[src/tia_defs.svh]
// Register offsets, field positions, reset values and timing counts of the AND reflex block.
`ifndef TIA_DEFS_SVH
`define TIA_DEFS_SVH

// ********************************************************************
// Register byte offsets
// ********************************************************************
`define TIA_OFS_ENABLE    8'h00
`define TIA_OFS_OPA       8'h04
`define TIA_OFS_OPB       8'h08
`define TIA_OFS_OUTPUT    8'h0C
`define TIA_OFS_ACTION    8'h10
`define TIA_OFS_STATUS    8'h14
`define TIA_OFS_DOUT      8'h18

// ********************************************************************
// Field positions
// ********************************************************************
`define TIA_SRC_LSB       0
`define TIA_SRC_MSB       2
`define TIA_IDX_LSB       4
`define TIA_IDX_MSB       8
`define TIA_INV_BIT       12
`define TIA_CHV_BIT       0
`define TIA_ST_RESULT     0
`define TIA_ST_ENABLED    1
`define TIA_ST_NESTED     2

// ********************************************************************
// Reset values and timing counts
// ********************************************************************
`define TIA_RST_WORD      32'h0000_0000
`define TIA_RST_RESULT    1'b0
`define TIA_READ_WAIT     1

`endif

[src/tia_pkg.sv]
// Types shared by the AND reflex block.
`default_nettype none
package tia_pkg;

  // Where an operand or the enable input takes its bit from.
  typedef enum logic [2:0] {
    TIA_SRC_CONST0,
    TIA_SRC_CONST1,
    TIA_SRC_ISLAND,
    TIA_SRC_VIRTUAL,
    TIA_SRC_ACTION,
    TIA_SRC_NESTED
  } tia_src_type;

  typedef struct packed {
    tia_src_type src;
    logic [4:0]  index;
    logic        invert;
  } tia_operand_type;

  typedef struct packed {
    logic       channel_valid;
    logic [4:0] channel;
    logic       invert;
  } tia_output_type;

  typedef enum logic [1:0] {
    TIA_BUS_IDLE,
    TIA_BUS_WRITE,
    TIA_BUS_READ
  } tia_bus_state_type;

endpackage : tia_pkg
`default_nettype wire

[src/tia_and_reflex.sv]
// Two-input AND reflex block with its AHB-Lite register slave and output channel routing.
`timescale 1ns/1ps
`default_nettype none
`include "tia_defs.svh"

module tia_and_reflex #(
  parameter int N_CH = 32
) (
  input  wire logic              core_clk,
  input  wire logic              reset,
  input  wire logic              hsel,
  input  wire logic [31:0]       haddr,
  input  wire logic [1:0]        htrans,
  input  wire logic              hwrite,
  input  wire logic [2:0]        hsize,
  input  wire logic [31:0]       hwdata,
  input  wire logic              hready,
  output logic                   hreadyout,
  output logic [31:0]            hrdata,
  output logic                   hresp,
  input  wire logic [N_CH-1:0]   island_in,
  input  wire logic [N_CH-1:0]   virtual_out,
  input  wire logic              nested_in,
  output logic [N_CH-1:0]        dout,
  output logic                   stage_result
);

  // ********************************************************************
  // Parameter check
  // ********************************************************************
  // Channel and source indices are five bits wide, so at most 32 channels.
  if (N_CH < 1 || N_CH > 32)
  begin : gen_bad_width
    $error("N_CH must lie between 1 and 32.");
  end

  // ********************************************************************
  // Input synchronisers
  // ********************************************************************
  // Island inputs come from pins; only the second stage is read by logic.
  logic [N_CH-1:0] island_meta;
  logic [N_CH-1:0] island_sync;

  always_ff @(posedge core_clk)
  begin
    if (reset)
    begin
      island_meta <= '0;
      island_sync <= '0;
    end
    else
    begin
      island_meta <= island_in;
      island_sync <= island_meta;
    end
  end

  // ********************************************************************
  // Register file and bus slave state
  // ********************************************************************
  tia_pkg::tia_operand_type   cfg_enable;
  tia_pkg::tia_operand_type   cfg_opa;
  tia_pkg::tia_operand_type   cfg_opb;
  tia_pkg::tia_output_type    cfg_out;
  logic [31:0]                action_bits;
  tia_pkg::tia_bus_state_type bus_state;
  logic [7:0]                 bus_addr;

  tia_pkg::tia_operand_type   next_cfg_enable;
  tia_pkg::tia_operand_type   next_cfg_opa;
  tia_pkg::tia_operand_type   next_cfg_opb;
  tia_pkg::tia_output_type    next_cfg_out;
  logic [31:0]                next_action_bits;
  tia_pkg::tia_bus_state_type next_bus_state;
  logic [7:0]                 next_bus_addr;
  logic                       next_hreadyout;
  logic [31:0]                next_hrdata;

  logic                       result;
  logic                       enabled;
  logic [N_CH-1:0]            next_dout;
  logic                       next_result;
  logic                       next_enabled;

  function automatic tia_pkg::tia_operand_type tia_decode_operand(input logic [31:0] w);
    tia_pkg::tia_operand_type op;
    op.src    = tia_pkg::tia_src_type'(w[`TIA_SRC_MSB:`TIA_SRC_LSB]);
    op.index  = w[`TIA_IDX_MSB:`TIA_IDX_LSB];
    op.invert = w[`TIA_INV_BIT];
    return op;
  endfunction : tia_decode_operand

  function automatic logic [31:0] tia_encode_operand(input tia_pkg::tia_operand_type op);
    logic [31:0] w;
    w                              = 32'h0000_0000;
    w[`TIA_SRC_MSB:`TIA_SRC_LSB]   = op.src;
    w[`TIA_IDX_MSB:`TIA_IDX_LSB]   = op.index;
    w[`TIA_INV_BIT]                = op.invert;
    return w;
  endfunction : tia_encode_operand

  // Picks the raw bit of a source; an island or virtual index beyond the channel count reads 0.
  function automatic logic tia_pick(
    input tia_pkg::tia_operand_type op,
    input logic [N_CH-1:0]          isl,
    input logic [N_CH-1:0]          virt,
    input logic [31:0]              act,
    input logic                     nest
  );
    logic bit_val;
    bit_val = 1'b0;
    unique case (op.src)
      tia_pkg::TIA_SRC_CONST0:  bit_val = 1'b0;
      tia_pkg::TIA_SRC_CONST1:  bit_val = 1'b1;
      tia_pkg::TIA_SRC_ISLAND:  bit_val = (int'(op.index) < N_CH) ? isl[op.index] : 1'b0;
      tia_pkg::TIA_SRC_VIRTUAL: bit_val = (int'(op.index) < N_CH) ? virt[op.index] : 1'b0;
      tia_pkg::TIA_SRC_ACTION:  bit_val = act[op.index];
      tia_pkg::TIA_SRC_NESTED:  bit_val = nest;
      // Codes 6 and 7 are unassigned and behave as a constant 0.
      default:                  bit_val = 1'b0;
    endcase
    return bit_val;
  endfunction : tia_pick

  // ********************************************************************
  // Bus slave: next values
  // ********************************************************************
  // Writes finish with no wait state. Reads take one wait state so that a
  // write in the data phase just before is already visible.
  logic        addr_take;
  logic [31:0] read_word;

  always_comb
  begin
    addr_take = hsel && hready && htrans[1];

    read_word = 32'h0000_0000;
    unique case (bus_addr)
      `TIA_OFS_ENABLE: read_word = tia_encode_operand(cfg_enable);
      `TIA_OFS_OPA:    read_word = tia_encode_operand(cfg_opa);
      `TIA_OFS_OPB:    read_word = tia_encode_operand(cfg_opb);
      `TIA_OFS_OUTPUT:
      begin
        read_word[`TIA_CHV_BIT]               = cfg_out.channel_valid;
        read_word[`TIA_IDX_MSB:`TIA_IDX_LSB]  = cfg_out.channel;
        read_word[`TIA_INV_BIT]               = cfg_out.invert;
      end
      `TIA_OFS_ACTION: read_word = action_bits;
      `TIA_OFS_STATUS:
      begin
        read_word[`TIA_ST_RESULT]  = result;
        read_word[`TIA_ST_ENABLED] = enabled;
        read_word[`TIA_ST_NESTED]  = nested_in;
      end
      `TIA_OFS_DOUT:   read_word[N_CH-1:0] = dout;
      default:         read_word = 32'h0000_0000;
    endcase

    next_cfg_enable  = cfg_enable;
    next_cfg_opa     = cfg_opa;
    next_cfg_opb     = cfg_opb;
    next_cfg_out     = cfg_out;
    next_action_bits = action_bits;
    next_bus_state   = bus_state;
    next_bus_addr    = bus_addr;
    next_hreadyout   = 1'b1;
    next_hrdata      = hrdata;

    unique case (bus_state)
      tia_pkg::TIA_BUS_IDLE,
      tia_pkg::TIA_BUS_WRITE:
      begin
        if (bus_state == tia_pkg::TIA_BUS_WRITE)
        begin
          unique case (bus_addr)
            `TIA_OFS_ENABLE: next_cfg_enable = tia_decode_operand(hwdata);
            `TIA_OFS_OPA:    next_cfg_opa = tia_decode_operand(hwdata);
            `TIA_OFS_OPB:    next_cfg_opb = tia_decode_operand(hwdata);
            `TIA_OFS_OUTPUT:
            begin
              next_cfg_out.channel_valid = hwdata[`TIA_CHV_BIT];
              next_cfg_out.channel       = hwdata[`TIA_IDX_MSB:`TIA_IDX_LSB];
              next_cfg_out.invert        = hwdata[`TIA_INV_BIT];
            end
            // The fieldbus master keeps writing its bits even for a taken channel.
            `TIA_OFS_ACTION: next_action_bits = hwdata;
            // Status, output image and unmapped offsets ignore writes.
            default:         next_action_bits = action_bits;
          endcase
        end
        next_bus_state = tia_pkg::TIA_BUS_IDLE;
        if (addr_take)
        begin
          next_bus_addr = haddr[7:0];
          if (haddr[31:8] != 24'h00_0000)
          begin
            next_bus_addr = 8'hFF;
          end
          if (hwrite)
          begin
            next_bus_state = tia_pkg::TIA_BUS_WRITE;
          end
          else
          begin
            next_bus_state = tia_pkg::TIA_BUS_READ;
            next_hreadyout = 1'b0;
          end
        end
      end
      tia_pkg::TIA_BUS_READ:
      begin
        next_hrdata    = read_word;
        next_bus_state = tia_pkg::TIA_BUS_IDLE;
      end
      default:
      begin
        next_bus_state = tia_pkg::TIA_BUS_IDLE;
      end
    endcase
  end

  always_ff @(posedge core_clk)
  begin
    if (reset)
    begin
      cfg_enable  <= tia_pkg::tia_operand_type'(`TIA_RST_WORD);
      cfg_opa     <= tia_pkg::tia_operand_type'(`TIA_RST_WORD);
      cfg_opb     <= tia_pkg::tia_operand_type'(`TIA_RST_WORD);
      cfg_out     <= tia_pkg::tia_output_type'(`TIA_RST_WORD);
      action_bits <= `TIA_RST_WORD;
      bus_state   <= tia_pkg::TIA_BUS_IDLE;
      bus_addr    <= 8'h00;
      hreadyout   <= 1'b1;
      hrdata      <= `TIA_RST_WORD;
      hresp       <= 1'b0;
    end
    else
    begin
      cfg_enable  <= next_cfg_enable;
      cfg_opa     <= next_cfg_opa;
      cfg_opb     <= next_cfg_opb;
      cfg_out     <= next_cfg_out;
      action_bits <= next_action_bits;
      bus_state   <= next_bus_state;
      bus_addr    <= next_bus_addr;
      hreadyout   <= next_hreadyout;
      hrdata      <= next_hrdata;
      hresp       <= 1'b0;
    end
  end

  // ********************************************************************
  // Reflex evaluation: next values
  // ********************************************************************
  logic operand_a;
  logic operand_b;
  logic and_value;

  always_comb
  begin
    // Each operand is a single bit taken from its selected source.
    operand_a = tia_pick(cfg_opa, island_sync, virtual_out, action_bits, nested_in);
    operand_b = tia_pick(cfg_opb, island_sync, virtual_out, action_bits, nested_in);
    // Independent input inversions cover the four truth tables at once.
    and_value = (operand_a ^ cfg_opa.invert) & (operand_b ^ cfg_opb.invert);
    // The enable input never passes its inversion bit; only the source counts.
    next_enabled = tia_pick(cfg_enable, island_sync, virtual_out, action_bits,
                            nested_in);
    // A disabled block freezes; the next enabled edge uses current operands.
    if (next_enabled)
    begin
      next_result = and_value ^ cfg_out.invert;
    end
    else
    begin
      next_result = result;
    end
  end

  // ********************************************************************
  // Output channel routing
  // ********************************************************************
  // Without a selected channel the block acts as a first nested stage and
  // only stage_result carries its value.
  genvar ch;
  for (ch = 0; ch < N_CH; ch++)
  begin : gen_channel
    always_comb
    begin
      if (cfg_out.channel_valid && (int'(cfg_out.channel) == ch))
      begin
        next_dout[ch] = next_result;
      end
      else
      begin
        next_dout[ch] = action_bits[ch];
      end
    end
  end

  always_ff @(posedge core_clk)
  begin
    if (reset)
    begin
      result       <= `TIA_RST_RESULT;
      enabled      <= 1'b0;
      dout         <= '0;
      stage_result <= `TIA_RST_RESULT;
    end
    else
    begin
      result       <= next_result;
      enabled      <= next_enabled;
      dout         <= next_dout;
      stage_result <= next_result;
    end
  end

  // hsize is accepted for every access; only whole words are served.
  logic unused_inputs;
  assign unused_inputs = ^{hsize, htrans[0], haddr[1:0]};

endmodule : tia_and_reflex
`default_nettype wire

[config.mk]
export PLATFORM = sky130hd
export DESIGN_NAME = tia_and_reflex
export DESIGN_NICKNAME = d
export VERILOG_FILES = /design/src/tia_pkg.sv /design/src/tia_and_reflex.sv
export VERILOG_INCLUDE_DIRS = /design/src
export SDC_FILE = /design/constraint.sdc
export NUM_CORES = 1
export LEC_CHECK = 0
export BUFFER_PORTS_ARGS = -buffer_cell sky130_fd_sc_hd__buf_2
export CAP_MARGIN = 20
export CORE_AREA = 2 2 170 213
export CTS_CLUSTER_DIAMETER = 30
export DETAILED_ROUTE_END_ITERATION = 10
export DIE_AREA = 0 0 172 215
export PLACE_DENSITY_LB_ADDON = 0.1
export SYNTH_ARGS = -nofsm -noshare
export SYNTH_HDL_FRONTEND = slang
export SYNTH_SLANG_ARGS = --single-unit
[constraint.sdc]
create_clock -name core_clk -period 4.5 [get_ports core_clk]
set_clock_uncertainty 0.1 [all_clocks]
set_input_delay 0.675 -clock core_clk [delete_from_list [all_inputs] [get_ports core_clk]]
set_output_delay 0.675 -clock core_clk [all_outputs]
set_load 0.03 [all_outputs]
==> flow_summary.toml <==
[run_status]
status = "completed"

[pwr]
power_density_nw_per_um2 = 427
ir_drop_v = 0.000270
p_leak_nw = 4.91

[worst_setup_path]
r2r_slack_ns = 0.79
endpoint_kind = "flip-flop"
path_class = "reg -> reg"
critPathArrivalTime_ns = 4.06
worstReg2RegEnd = "dout[9]$_SDFF_PP0_"
start_kind = "flip-flop"
rr_worst_depth = 10
timing.rr.start = "cfg_enable[4]$_SDFFE_PP0P_"
required_ns = 4.85
crit_path_max_fanout = 33

[worst_hold_path]
hold_depth = 2
hold_start = "hwrite"
hold_class = "in -> reg"
timing.hold.worst_endpoint = "bus_state[1]$_SDFF_PP0_"

[logic_synthesis]
yosysTopAreaCell = "dfxtp_1"
ys.warnings.count = 0
synth_area_leaders = "dfxtp_1, mux4_2, nor2b_1, nand2_1, mux2i_1"
ys_seq_area_share_pct = 40.0
yosysTopAreaCellShare_pct = 40.0
synth_area_um2 = 10400
async_flop_share_pct = 0
syn_avg_cell_area_um2 = 9.46
ys_seq_elements = 207
synth_cell_type_count = 59
synthFlopType = "dfxtp_1"
syn-num-nets = 1235
synth_enable_flop_cells = 0
synthCells = 1096

[cells_and_area]
final_common_cell = "dfxtp_1"
finalNonFillerCells = 1793
drive_gt1_share_pct = 31.5
layout.cells.most_common_list = "dfxtp_1, buf_2, nand2_1"
nNetsFinal = 1419
syn_to_final_growth_pct = 31.6
n_antenna_cell = 0

[timing]
tns_ns = 0
min_period_ns = 3.71
worstMarginPinSlew_ns = 1.07
finalSetupViolCount = 0
max_freq_mhz = 269
rsz0062_at_grt = "no"
post-route-period-util_pct = 82.5
max-slew-margin-rel_pct = 28.3
finalHoldViolations = 0
timing_max_transition_violations_final = 0

[die]
ioPinCount = 206
core-area_um2 = 35100
initial_core_util_pct = 29.6
dieArea_um2 = 37000
std_cell_rows = 77
dieWidth_um = 172
die_h_um = 215

[routing]
drt_wl_total_mm = 36.6
drtIter0Drc = 560
vias = 9162
first_pass_iters = 5
wl_per_cell_um = 20.4
postRouteAntennaNets = 0
drc_errors = 0
avgViaCountPerCell = 5.11

[cts]
cts_hold_buf = 0
cts_buffers = 50
cts_tree = "yes"
h-tree-depth = 2
post_cts_buffers = 0
cts_sinks = 207
post_cts_resize_count = 0
worstSkewPairLatency_ns = 0.56
clk_pin_slew_ns = 0.05
clockBufferDepth = 3
clockRootBuffer = "clkbuf_16"

[grt]
grt_max_degree = 149
track_usage_pct = 19.9
grt_pass1_wl_mm = 55.9
grt_pass1_vias = 9306
gr-total-overflow = 0
antenna_found_initial = 0

[place]
dp_cells = 1701
hpwl_mm = 26.3
place_congestion = 0.808
io_buffer_count = 200

[run]
maxCapViolCount = 0
## layer usage
layer / track usage, % / up-vias / wire length (µm)
met2: 34.3 / 292 / 18300
met5: 0 / - / 0
met4: 7.82 / 0 / 1200
met1: 24.6 / 4391 / 15300
li1: - / 4408 / -
met3: 3.31 / 71 / 1760
## synthesized netlist by cell type, drive strengths merged, types with 6 or more instances
cell      n
mux4     64
inv       9
nor2b    79
or2      16
clkbuf   76
nor3     44
mux2i    48
a21oi    62
nor2     76
a211oi   11
a221oi   30
a311oi    7
nand3b   36
a22oi     8
nor4     11
o41ai    17
buf      23
nand2   131
mux2      9
dfxtp   207
nand2b    8
o31ai    17
nor3b     6
nand3    43
## how the worst max path moves through the flow
stage	endpoint	start	slack (ns)	cells after the start
2_1_floorplan	dout[11]$_SDFF_PP0_	virtual_out[11]	1.06	9
3_3_place_gp	dout[9]$_SDFF_PP0_	virtual_out[15]	0.77	10
3_5_place_dp	dout[9]$_SDFF_PP0_	virtual_out[15]	0.73	10
4_1_cts	dout[26]$_SDFF_PP0_	cfg_opb[3]$_SDFFE_PP0P_	0.84	9
5_1_grt	dout[14]$_SDFF_PP0_	cfg_enable[2]$_SDFFE_PP0P_	0.57	11
6_report	dout[9]$_SDFF_PP0_	cfg_enable[4]$_SDFFE_PP0P_	0.79	10
## per-stage QoR
| step | cell area, µm² | hold slack (ns) | utilization [%] | setup WS [ns] | power [mW] |
|---|---|---|---|---|---|
| 3_3_place_gp | 11900 | 0.326 | 33.9 | 0.766 | 2.21 |
| 4_1_cts | 13600 | 0.183 | 38.8 | 0.845 | 5.89 |
| 3_5_place_dp | 11900 | 0.326 | 33.9 | 0.729 | 2.21 |
| 2_1_floorplan | 10400 | 0.314 | - | 1.06 | 2.08 |
| 6_report | 13600 | 0.199 | 38.9 | 0.788 | 5.83 |
| 5_1_grt | 13600 | 0.202 | 38.9 | 0.568 | 6.02 |
## registers in the layout, indices dropped and copies added (netlist names)
| signal | flops |
|---|---|
| dout | 32 |
| bus_state | 2 |
| result | 1 |
| island_meta | 32 |
| bus_addr | 8 |
| island_sync | 32 |
| cfg_out | 7 |
| cfg_opa | 9 |
| hrdata | 32 |
| hreadyout | 1 |
| action_bits | 32 |
| cfg_enable | 9 |
| cfg_opb | 9 |
| enabled | 1 |
## worst max-delay path, cell delays in order (launching register included)
cell       delay [ns]
dfxtp_1          1.01
mux4_2           0.41
mux2i_1          0.31
o22ai_1          0.12
nor4_1           0.40
a2111oi_0        0.15
buf_4            0.19
o21ai_0          0.20
mux2i_2          0.12
buf_12           0.19
o41ai_1          0.38
## power breakdown
group	internal, mW	switching [mW]	total (mW)	leakage [nW]
Sequential	1.88	0.0277	1.91	1.68
Combinational	0.122	0.148	0.270	2.38
Clock	2.55	1.10	3.65	0.846
## kinds of logic after synthesis
family                 share of synthesized area [%]
AOI/OAI and AO/OA                               13.0
buffers and inverters                           4.23
DFF                                             40.0
muxes                                           19.5
other                                         0.0362
and+or+nand+nor                                 23.2
## layout make-up
| type | count | area (µm²) |
|---|---|---|
| clock buffer | 70 | 1440 |
| clock inverter | 21 | 309 |
| fill | 3643 | 21400 |
| inverter | 10 | 37.5 |
| multi-input combinational | 780 | 5830 |
| sequential | 207 | 4150 |
| tap | 474 | 593 |
| timing repair buffer | 231 | 1300 |
Power figures use the tool's default switching activity.
